<file path="config.mk">
export PLATFORM = sky130hd
export DESIGN_NAME = gate_driver_status_register_map
export DESIGN_NICKNAME = d
export VERILOG_FILES = /design/src/gate_regs_pkg.sv /design/src/gate_driver_status_register_map.sv /design/src/serial_frame.sv
export VERILOG_INCLUDE_DIRS = /design/src
export SDC_FILE = /design/constraint.sdc
export NUM_CORES = 1
export LEC_CHECK = 0
export BUFFER_PORTS_ARGS = -buffer_cell sky130_fd_sc_hd__clkbuf_2
export CORE_UTILIZATION = 29
export CTS_BUF_LIST = sky130_fd_sc_hd__clkbuf_2
export DETAILED_ROUTE_END_ITERATION = 12
export HOLD_SLACK_MARGIN = 0.05
export PLACE_DENSITY = 0.43
export SLEW_MARGIN = 20
export SYNTH_ARGS = -nofsm -noshare
export SYNTH_HDL_FRONTEND = slang
export SYNTH_SLANG_ARGS = --single-unit
</file>
<file path="constraint.sdc">
create_clock -name sys_clk -period 2.13 [get_ports sys_clk]
set_input_delay 0.213 -clock sys_clk [delete_from_list [all_inputs] [get_ports sys_clk]]
set_output_delay 0.213 -clock sys_clk [all_outputs]
set_load 0.02 [all_outputs]
</file>
<file path="src/gate_regs_params.svh">
/*
 Register map constants for the gate driver register bank: offsets, field positions,
 reset values and frame sizes. Assumes inclusion by bare name from design files.
*/
`ifndef GATE_REGS_PARAMS_SVH
`define GATE_REGS_PARAMS_SVH

`define REG_WIDTH            11
`define ADDR_WIDTH           4
`define FRAME_BITS           16
`define FRAME_CNT_WIDTH      5
`define PAD_BITS             5

`define ADDR_ERR_PRIMARY     4'h0
`define ADDR_ERR_SECONDARY   4'h1
`define ADDR_DRIVER_CTRL     4'h2
`define ADDR_HS_GATE         4'h3
`define ADDR_LS_GATE         4'h4
`define ADDR_OCP_CTRL        4'h5
`define ADDR_CSA_CTRL        4'h6
`define ADDR_RESERVED        4'h7

`define BIT_SUMMARY          10
`define BIT_DS_OCP           9
`define BIT_GATE_ERR         8
`define BIT_UNDERVOLTAGE_LOCKOUT_FLAG             7
`define BIT_OVERTEMP_SHUTDOWN_FLAG             6

`define RST_STATUS           11'h000
`define RST_DRIVER_CTRL      11'h000
`define RST_HS_GATE          11'h3FF
`define RST_LS_GATE          11'h000
`define RST_OCP_CTRL         11'h000
`define RST_CSA_CTRL         11'h000

`define LOCK_LSB             8
`define LOCK_CODE_LOCK       3'h6
`define LOCK_CODE_UNLOCK     3'h3
`define CLR_BIT              0
`define DRV_LOCKFREE_MASK    11'h007
`define DRV_RSVD_MASK        11'h3FF

`endif

</file>
<file path="src/gate_regs_pkg.sv">
/*
 Types shared by the gate driver register bank.
 Assumes gate_regs_params.svh is on the include path.
*/
`include "gate_regs_params.svh"
package gate_regs_pkg;
  typedef logic [`REG_WIDTH-1:0]  reg_word_t;
  typedef logic [`ADDR_WIDTH-1:0] reg_addr_t;
  typedef enum logic [1:0] {
    FR_IDLE,
    FR_SHIFT,
    FR_DONE
  } frame_state_e;
endpackage : gate_regs_pkg

</file>
<file path="src/gate_driver_status_register_map.sv">
/*
 Register bank of a three-phase gate driver reached over a 16-bit serial slave frame:
 two read-only status words and five read/write control words at addresses 0 to 6.
 Assumes fault sources arrive as synchronous levels and that sleep and undervoltage
 events are given as levels that hold the bank at defaults.
*/
// What this block does
// - Every reserved bit resets to zero.
// - Status registers report warnings and faults and are read-only over the serial port.
// - The primary status word sits at address 0, is read-only and resets to all zeros.
// - Bit 10 of the primary status word is the OR of all error bits and matches the error pin.
// - Bit 9 flags drain-source monitor overcurrent.
// - Bit 8 flags a gate drive error.
// - Bit 7 flags undervoltage lockout.
// - Bit 6 flags overtemperature shutdown.
// - Bits 5 to 0 flag per-transistor overcurrent: A high, A low, B high, B low, C high, C low.
// - The secondary status word sits at address 1 and is read-only.
// - Each frame shifts out five pad bits then the addressed register's current 11 bits.
// - All registers return to defaults at power up, on sleep entry and on undervoltage.
`timescale 1ns/100ps
`include "gate_regs_params.svh"
module gate_driver_status_register_map
  import gate_regs_pkg::*;
(
  input  wire logic                     sys_clk,
  input  wire logic                     resetn,
  input  wire logic                     sleep_entry,
  input  wire logic                     undervoltage_lockout_flag_event,
  input  wire logic                     cs_n,
  input  wire logic                     sclk,
  input  wire logic                     sdi,
  output logic                          sdo,
  output logic                          sdo_oe,
  input  wire logic                     drain_source_overcurrent_flag,
  input  wire logic                     gate_drive_error_flag,
  input  wire logic                     undervoltage_lockout_flag,
  input  wire logic                     overtemp_shutdown_flag,
  input  wire logic [5:0]               phase_overcurrent,
  input  wire gate_regs_pkg::reg_word_t secondary_status_in,
  output logic                          error_indicator_pin_n,
  output logic                          error_indicator_pin_oe,
  output gate_regs_pkg::reg_word_t      driver_control_q,
  output gate_regs_pkg::reg_word_t      high_side_gate_strength_q,
  output gate_regs_pkg::reg_word_t      low_side_gate_strength_q,
  output gate_regs_pkg::reg_word_t      overcurrent_protection_control_q,
  output gate_regs_pkg::reg_word_t      current_sense_amp_control_q,
  output logic                          fault_clear_pulse
);
  import gate_regs_pkg::*;

  reg_word_t              error_status_primary_q;
  reg_word_t              error_status_secondary_q;
  reg_word_t              tx_word;
  reg_word_t              wr_data;
  reg_addr_t              start_addr;
  reg_addr_t              wr_addr;
  logic                   start_pulse;
  logic                   frame_valid;
  logic [`FRAME_BITS-1:0] frame_data;
  logic                   defaults;
  logic                   wr_en;
  logic                   locked;
  logic [2:0]             lock_wr;
  logic                   any_error;
  logic [5:0]             phase_oc_d;
  logic                   ds_oc_d;

  // Reply lookup by register address; unmapped and reserved slots read as zero
  function automatic reg_word_t read_mux(input reg_addr_t a);
    unique case (a)
      `ADDR_ERR_PRIMARY:   read_mux = error_status_primary_q;
      `ADDR_ERR_SECONDARY: read_mux = error_status_secondary_q;
      `ADDR_DRIVER_CTRL:   read_mux = driver_control_q;
      `ADDR_HS_GATE:       read_mux = high_side_gate_strength_q;
      `ADDR_LS_GATE:       read_mux = low_side_gate_strength_q;
      `ADDR_OCP_CTRL:      read_mux = overcurrent_protection_control_q;
      `ADDR_CSA_CTRL:      read_mux = current_sense_amp_control_q;
      default:             read_mux = `RST_STATUS;
    endcase
  endfunction : read_mux

  serial_frame u_frame (
    .sys_clk     (sys_clk),
    .resetn      (resetn),
    .cs_n        (cs_n),
    .sclk        (sclk),
    .sdi         (sdi),
    .tx_word     (tx_word),
    .sdo         (sdo),
    .sdo_oe      (sdo_oe),
    .start_pulse (start_pulse),
    .frame_valid (frame_valid),
    .frame_data  (frame_data)
  );

  // Address lies in the frame head, so the reply word is latched at the 5th falling edge;
  // the last address bit is still on the data pin at that edge and is taken live
  logic       head_sclk_q;
  logic [2:0] head_cnt_q;
  reg_addr_t  head_q;
  always_ff @(posedge sys_clk) begin
    if (!resetn) begin
      head_sclk_q <= 1'b0;
      head_cnt_q  <= 3'h0;
      head_q      <= '0;
    end else begin
      head_sclk_q <= sclk;
      if (start_pulse) begin
        head_cnt_q <= 3'h0;
      end else if (!cs_n && head_sclk_q && !sclk && head_cnt_q != 3'h5) begin
        head_cnt_q <= head_cnt_q + 3'h1;
        head_q     <= {head_q[2:0], sdi};
      end
    end
  end
  assign start_addr = {head_q[2:0], sdi};
  assign tx_word    = read_mux(start_addr);

  assign defaults   = !resetn || sleep_entry || undervoltage_lockout_flag_event;
  assign wr_en      = frame_valid && !frame_data[`FRAME_BITS-1];
  assign wr_addr    = frame_data[`FRAME_BITS-2 -: `ADDR_WIDTH];
  assign wr_data    = frame_data[`REG_WIDTH-1:0];
  assign lock_wr    = wr_data[`LOCK_LSB +: 3];
  assign locked     = high_side_gate_strength_q[`LOCK_LSB +: 3] == `LOCK_CODE_LOCK;

  assign ds_oc_d    = drain_source_overcurrent_flag | (|phase_overcurrent);
  assign phase_oc_d = phase_overcurrent;
  assign any_error  = ds_oc_d | gate_drive_error_flag | undervoltage_lockout_flag
                    | overtemp_shutdown_flag | (|secondary_status_in);

  // Status follows live conditions; no write path exists for it
  always_ff @(posedge sys_clk) begin
    if (defaults) begin
      error_status_primary_q   <= `RST_STATUS;
      error_status_secondary_q <= `RST_STATUS;
    end else begin
      error_status_primary_q[`BIT_SUMMARY]  <= any_error;
      error_status_primary_q[`BIT_DS_OCP]   <= ds_oc_d;
      error_status_primary_q[`BIT_GATE_ERR] <= gate_drive_error_flag;
      error_status_primary_q[`BIT_UNDERVOLTAGE_LOCKOUT_FLAG]     <= undervoltage_lockout_flag;
      error_status_primary_q[`BIT_OVERTEMP_SHUTDOWN_FLAG]     <= overtemp_shutdown_flag;
      error_status_primary_q[5:0]           <= phase_oc_d;
      error_status_secondary_q              <= secondary_status_in;
    end
  end

  // Pin and summary bit come from the same term on the same edge
  always_ff @(posedge sys_clk) begin
    if (defaults) begin
      error_indicator_pin_n  <= 1'b0;
      error_indicator_pin_oe <= 1'b0;
    end else begin
      error_indicator_pin_n  <= 1'b0;
      error_indicator_pin_oe <= any_error;
    end
  end

  // Status addresses are not decoded for writes at all
  always_ff @(posedge sys_clk) begin
    if (defaults) begin
      driver_control_q                 <= `RST_DRIVER_CTRL;
      high_side_gate_strength_q        <= `RST_HS_GATE;
      low_side_gate_strength_q         <= `RST_LS_GATE;
      overcurrent_protection_control_q <= `RST_OCP_CTRL;
      current_sense_amp_control_q      <= `RST_CSA_CTRL;
      fault_clear_pulse                <= 1'b0;
    end else begin
      fault_clear_pulse                <= 1'b0;
      driver_control_q[`CLR_BIT]       <= 1'b0;
      if (wr_en) begin
        unique case (wr_addr)
          `ADDR_DRIVER_CTRL: begin
            if (locked)
              driver_control_q <= (driver_control_q & ~`DRV_LOCKFREE_MASK)
                                | (wr_data & `DRV_LOCKFREE_MASK & ~11'h001);
            else
              driver_control_q <= wr_data & `DRV_RSVD_MASK & ~11'h001;
            fault_clear_pulse <= wr_data[`CLR_BIT];
          end
          `ADDR_HS_GATE: begin
            if (!locked) begin
              high_side_gate_strength_q[`LOCK_LSB-1:0] <= wr_data[`LOCK_LSB-1:0];
              if (lock_wr == `LOCK_CODE_LOCK)
                high_side_gate_strength_q[`LOCK_LSB +: 3] <= lock_wr;
            end else if (lock_wr == `LOCK_CODE_UNLOCK) begin
              high_side_gate_strength_q[`LOCK_LSB +: 3] <= lock_wr;
            end
          end
          `ADDR_LS_GATE:  if (!locked) low_side_gate_strength_q <= wr_data;
          `ADDR_OCP_CTRL: if (!locked) overcurrent_protection_control_q <= wr_data;
          `ADDR_CSA_CTRL: if (!locked) current_sense_amp_control_q <= wr_data;
          default: ;
        endcase
      end
    end
  end
endmodule : gate_driver_status_register_map

</file>
<file path="src/serial_frame.sv">
/*
 Serial slave framer: samples chip select, serial clock and data in the system clock,
 captures on falling serial clock edges, shifts out on rising edges, and flags a complete
 16-bit frame on chip select release. Assumes all pins synchronous to sys_clk.
*/
`timescale 1ns/100ps
`include "gate_regs_params.svh"
module serial_frame
  import gate_regs_pkg::*;
(
  input  wire logic                    sys_clk,
  input  wire logic                    resetn,
  input  wire logic                    cs_n,
  input  wire logic                    sclk,
  input  wire logic                    sdi,
  input  wire gate_regs_pkg::reg_word_t tx_word,
  output logic                         sdo,
  output logic                         sdo_oe,
  output logic                         start_pulse,
  output logic                         frame_valid,
  output logic [`FRAME_BITS-1:0]       frame_data
);
  import gate_regs_pkg::*;

  logic                       sclk_q;
  logic                       cs_n_q;
  logic [`FRAME_CNT_WIDTH-1:0] cnt_q;
  logic [`FRAME_BITS-1:0]     shin_q;
  logic [`FRAME_BITS-1:0]     shout_q;
  logic                       overrun_q;

  always_ff @(posedge sys_clk) begin
    sclk_q <= sclk;
    cs_n_q <= cs_n;
  end

  assign start_pulse = cs_n_q & ~cs_n;

  always_ff @(posedge sys_clk) begin
    if (!resetn) begin
      cnt_q       <= '0;
      shin_q      <= '0;
      overrun_q   <= 1'b0;
      frame_valid <= 1'b0;
      frame_data  <= '0;
    end else begin
      frame_valid <= 1'b0;
      if (start_pulse) begin
        cnt_q     <= '0;
        overrun_q <= 1'b0;
      end else if (!cs_n && sclk_q && !sclk) begin
        shin_q <= {shin_q[`FRAME_BITS-2:0], sdi};
        if (cnt_q == `FRAME_CNT_WIDTH'(`FRAME_BITS))
          overrun_q <= 1'b1;
        else
          cnt_q <= cnt_q + 1'b1;
      end else if (cs_n && !cs_n_q) begin
        // Short or long frames are dropped whole
        frame_valid <= (cnt_q == `FRAME_CNT_WIDTH'(`FRAME_BITS)) && !overrun_q;
        frame_data  <= shin_q;
      end
    end
  end

  // Pad bits go out first; the register word is loaded at the 5th capture, once the
  // address is complete, so reads and writes both return the addressed register
  always_ff @(posedge sys_clk) begin
    if (!resetn) begin
      shout_q <= '0;
      sdo     <= 1'b0;
      sdo_oe  <= 1'b0;
    end else begin
      sdo_oe <= ~cs_n;
      if (start_pulse) begin
        shout_q <= '0;
        sdo     <= 1'b0;
      end else if (!cs_n && sclk_q && !sclk && cnt_q == `FRAME_CNT_WIDTH'(`PAD_BITS - 1)) begin
        shout_q <= {tx_word, {`PAD_BITS{1'b0}}};
      end else if (!cs_n && !sclk_q && sclk) begin
        sdo     <= shout_q[`FRAME_BITS-1];
        shout_q <= {shout_q[`FRAME_BITS-2:0], 1'b0};
      end
    end
  end
endmodule : serial_frame

</file>
; Yosys cells after proc, flatten, opt, wreduce, memory -nomap -nowiden
; Cells that the tools add are included.
[word_totals]
reg_bits = 140
inputBits = 28
output_inout_bits = 60
[op_classes]
add_sub_neg = 2
eq_ne = 18
n_mux = 7
bitwise_logic = 17
n_reduce_logical = 41
[op_table]
columns = operator, n
row1 = 11-bit one-hot mux with 7 select lines, 1
row2 = 16-bit two-way mux, 2
row3 = 4-bit by 3-bit == test with 1-bit output (second input constant), 6
row4 = 4-bit by 2-bit == test with 1-bit output (second input constant), 4
row5 = 3-bit AND reduction, 5
row6 = 2-bit AND reduction, 6
row7 = 1-bit logical AND, 11
row8 = 11-bit two-way mux, 1
row9 = 11-bit by 3-bit bitwise OR with 11-bit output, 1
row10 = 11-bit OR reduction, 1
row11 = 1-bit NOT, 10
row12 = 3-bit two-way mux, 3
row13 = 4-bit OR reduction, 2
row14 = 1-bit zero test, 7
row15 = 3-bit == test (second input constant), 2
row16 = 6-bit OR reduction, 1
row17 = 5-bit by 1-bit adder with 5-bit output (second input constant), 1
row18 = 5-bit by 3-bit == test with 1-bit output (second input constant), 1
row19 = 5-bit == test (second input constant), 1
row20 = 1-bit bitwise OR, 5
row21 = 4-bit by 1-bit == test with 1-bit output (second input constant), 1
row22 = 4-bit zero test, 1
row23 = 4-bit AND reduction, 1
row24 = 2-bit nonzero test, 2
row25 = other kinds (8), 9

; Longest topological paths before layout
[logic_depth]
word_depth = 6
ltp_mapped = 7

; By module
; Synthesis repeated with hierarchy kept, for this count alone.
[unflattened]
hier_cells = 659
area_unflattened_um2 = 5711.7
[by_module_without_submodules]
columns = mod, n_inst, cells_each, area_each_um2
row1 = gate_driver_status_register_map, 1, 407, 3565.9
row2 = serial_frame, 1, 252, 2145.8

; Worst setup path after synthesis
; No wires, ideal clock.
[synth_path]
path_kind = register to register
start = reg head_q[1]
end = reg u_frame.shout_q[10]
arrival_time_ns = 1.378
t_required_ns = 2.005
path_slack_ns = 0.627
stages_incl_launch_ff = 6
path_buffers = 1
cell_sequence = dfxtp_1 buf_2 mux2_2 a222oi_1 o211a_1 o21ai_0
[synth_between]
elab_chain_cells = 3
word_cells_on_any_way = 9
classes_between = 6 x eq/ne / 2 x mux / 1 x reduce/logical
[synth_lines]
columns = element, line_no
row1 = "start, declared", gate_driver_status_register_map.sv:100  ; reg_addr_t head_q;
row2 = "start signal, assigned", gate_driver_status_register_map.sv:112  ; head_q <= {head_q[2:0], sdi};
row3 = "4-bit by 3-bit == test with 1-bit output, or another cell as far along", gate_driver_status_register_map.sv:70  ; unique case (a)
row4 = 11-bit one-hot mux with 7 select lines *, gate_driver_status_register_map.sv:70
row5 = 16-bit two-way mux *, serial_frame.sv:77  ; end else if (!cs_n && sclk_q && !sclk && cnt_q == `FRAME_CNT_WIDTH'(`PAD_BITS - 1)) begin
row6 = "end signal, assigned", serial_frame.sv:78  ; shout_q <= {tx_word, {`PAD_BITS{1'b0}}};
row7 = "end signal, assigned", serial_frame.sv:81  ; shout_q <= {shout_q[`FRAME_BITS-2:0], 1'b0};
row8 = "end, declared", serial_frame.sv:29  ; logic [`FRAME_BITS-1:0] shout_q;
; Every way passes the cells marked *; elsewhere a longest branch is shown, timed or not.
; A chain may end at the register's enable or synchronous reset.

; Worst setup path in the final report
[layout_path]
start = reg head_q[0]
end = reg u_frame.shout_q[12]
; The elaborated chain is that of the path after synthesis.

==> flow_summary.ini <==
[placement]
postPlaceCellArea_sq_mm = 0.00640
dp.cells = 951
dp_hpwl_um = 13800
port_buffers = 84
place.gp.congestion = 0.871

[logic_synthesis]
netlist_area_sq_mm = 0.00574
synth_top_area_share_pct = 47.7
synthFlopType = dfxtp_1
synth_largest_area_cell = dfxtp_1
ys_ff_latch = 137
async_flop_share_pct = 0
synth_edf_count = 0
ys_seq_area_share_pct = 47.7
avgSynthCellArea_sq_um = 9.09
ys_types = 67
synth_area_leaders = dfxtp_1, nand2_1, mux2i_1
yosys_warnings = 0
syn_inst = 632

[sta]
fin_setup_tns_ns = 0
period_share_pct = 91.9
report.final.slew_viol_count = 0
hold_viol_final = 0
worst_pin_slew_ns = 0.683
clock.fmax_mhz = 511
min_period_ns = 1.96
max-slew-margin-rel_pct = 54.5
rsz0062_at_grt = false
timing.hold.ws_ns = 0.168
clock_skew_ns = 0.0308
setup_viol = 0

[critical_path]
timing.rr.start = head_q[0]
arrival_ns = 2.53
regToRegSetupSlack_ns = 0.17
endpoint_kind = flop
worst_path_largest_cell_delay_ns = 0.61
cp_num_buf_inv = 1
crit_path_top_delay_cell = dfxtp_1
reg2regPathDepth = 5
cp_max_fo = 18
endpoint = u_frame.shout_q[12]
r2r-end = u_frame.shout_q[12]
crit_start = head_q[0]
path_delay_family = compound AO/OA/AOI/OAI gates
startpoint_type = flop
critPathKind = reg2reg
crit_chain = buf_4, or3b_2, a21oi_1, a2111oi_0, o22ai_1
worst-path-stages = 5
crit_required_ns = 2.71

[floorplan]
core_area_sq_mm = 0.0195
die_w_um = 143
rows = 51
start_util_pct = 29.5
die_area_sq_mm = 0.0204
fp.dieH_um = 143
io-pin-count = 88

[min_path]
min_from = sdi
hp-class = in2reg

[grt]
grtUsageMet1_pct = 26.1
met3_usage_pct = 3.35
busiest_layer = met2
grt_pass1_wl_um = 28100
grt.met2_usage_pct = 29.8
grt-ovfl-total = 0
grt_max_degree = 64
track_usage_pct = 18.8
grt_pass1_vias = 4882
antenna_found_initial = 0

[run]
cap_violations = 0

[clock_tree]
numCtsBuffers = 17
cts_tree = built
clock_latency_ns = 0.70
cts_max_path_buffers = 2
path_clk_slew_ns = 0.20
cts_root_buf = clkbuf_2
htreeDepth = 4
post_cts_buffers = 0
clock-sinks = 137

[layout]
layout_common_cells = dfxtp_1, nand2_1, clkbuf_2
fin_cells = 1023
drive_above_1_share_pct = 20.1
syn_to_final_growth_pct = 23.5
final_common_cell = dfxtp_1
fillers = 2043
final_area_sq_mm = 0.00710
fin_nets = 777

[power]
ir_drop_v = 0.000467
p_per_area_mw_per_mm2 = 663
leakage_nw = 2.75

[detailed_routing]
drc = 0
wl_per_cell_um = 18.0
dr.pass1.iters = 8
wl_um = 18400
vias = 5068
antenna_left = 0
via_per_inst = 4.95
drt_iter0_drc = 355

[status]
outcome = finished, final reports clean
-- power by group --
part           internal [W]  switching (W)  leakage [nW]
Clock              0.000884       0.000977         0.171
Combinational      0.000109       0.000134          1.47
Sequential          0.00259      0.0000127          1.11
Total               0.00358        0.00112          2.75
-- worst reg2reg max path: stages (launching register included) --
cell	delay, ns
dfxtp_1	0.61
buf_4	0.29
or3b_2	0.15
a21oi_1	0.08
a2111oi_0	0.58
o22ai_1	0.16
-- flip-flops by register name, summed over array words and instances, names as in the netlist, 11 cells and up --
register / flops
current_sense_amp_control_q: 11
error_status_primary_q: 11
error_status_secondary_q: 11
high_side_gate_strength_q: 11
low_side_gate_strength_q: 11
overcurrent_protection_control_q: 11
u_frame.frame_data: 16
u_frame.shin_q: 16
u_frame.shout_q: 11
-- how the worst min path moves through the flow --
stage	slack, ns	cells past startpoint	endpoint
4_1_cts	0.11	3	u_frame.shin_q[0]
2_1_floorplan	0.24	0	u_frame.cs_n_q
3_3_place_gp	0.43	1	u_frame.sclk_q
5_1_grt	0.16	3	u_frame.shin_q[0]
6_report	0.17	3	u_frame.shin_q[0]
3_5_place_dp	0.43	2	error_status_primary_q[5]
-- kinds of logic (layout without fill, tap and decap cells) --
group | Yosys count | in the layout | share of synthesized area [%]
buf+inv | 52 | 175 | 4.64
flops | 137 | 137 | 47.7
other cells | 1 | 4 | 0.0653
compound gates | 122 | 122 | 13.2
simple gates | 268 | 268 | 25.1
xor+xnor | 6 | 6 | 0.915
mux | 42 | 42 | 7.43
fa+ha+maj | 4 | 4 | 0.871
-- synthesized netlist by cell type, types with 6 or more instances --
cell type	count
clkbuf_1	23
buf_4	7
nand3b_1	11
and2_1	22
mux2i_1	37
a21oi_1	49
nand3_1	31
nor2_1	39
nand2b_1	6
buf_2	12
o21ai_0	26
nand2_1	102
o22ai_1	8
dfxtp_1	137
-- routing by layer --
| layer | wire (um) | part of all wire [%] |
|---|---|---|
| met5 | 0 | 0 |
| met4 | 173 | 0.94 |
| met3 | 674 | 3.7 |
| met2 | 8450 | 46 |
| met1 | 9090 | 49 |
-- metrics by stage --
step           util (%)  worst slack (ns)  power, W
2_1_floorplan         -             0.627   0.00278
3_3_place_gp       32.9            -0.103   0.00284
3_5_place_dp       32.9           -0.0327   0.00285
4_1_cts            36.4            0.0768   0.00474
5_1_grt            36.5            0.0180   0.00489
6_report           36.5             0.173   0.00470
-- layout make-up --
type	instances	area (sq um)	share of cell area [%]
Inverter	5	18.8	0.264
Clock inverter	13	201	2.84
Timing Repair Buffer	139	958	13.5
Clock buffer	18	90.1	1.27
Sequential cell	137	2740	38.7
Multi-Input combinational cell	445	2750	38.8
Antenna cell	1	2.50	0.0353
Tap cell	265	332	4.67
-- what timing repair did --
item,CTS,global route
hold buffers,40,0
cloned,0,0
pin swaps,0,0
endpoints found under the hold margin,83,0
setup endpoints to repair,1,1
gates resized for setup,1,1
No activity file was read; power rests on OpenSTA's default activity.
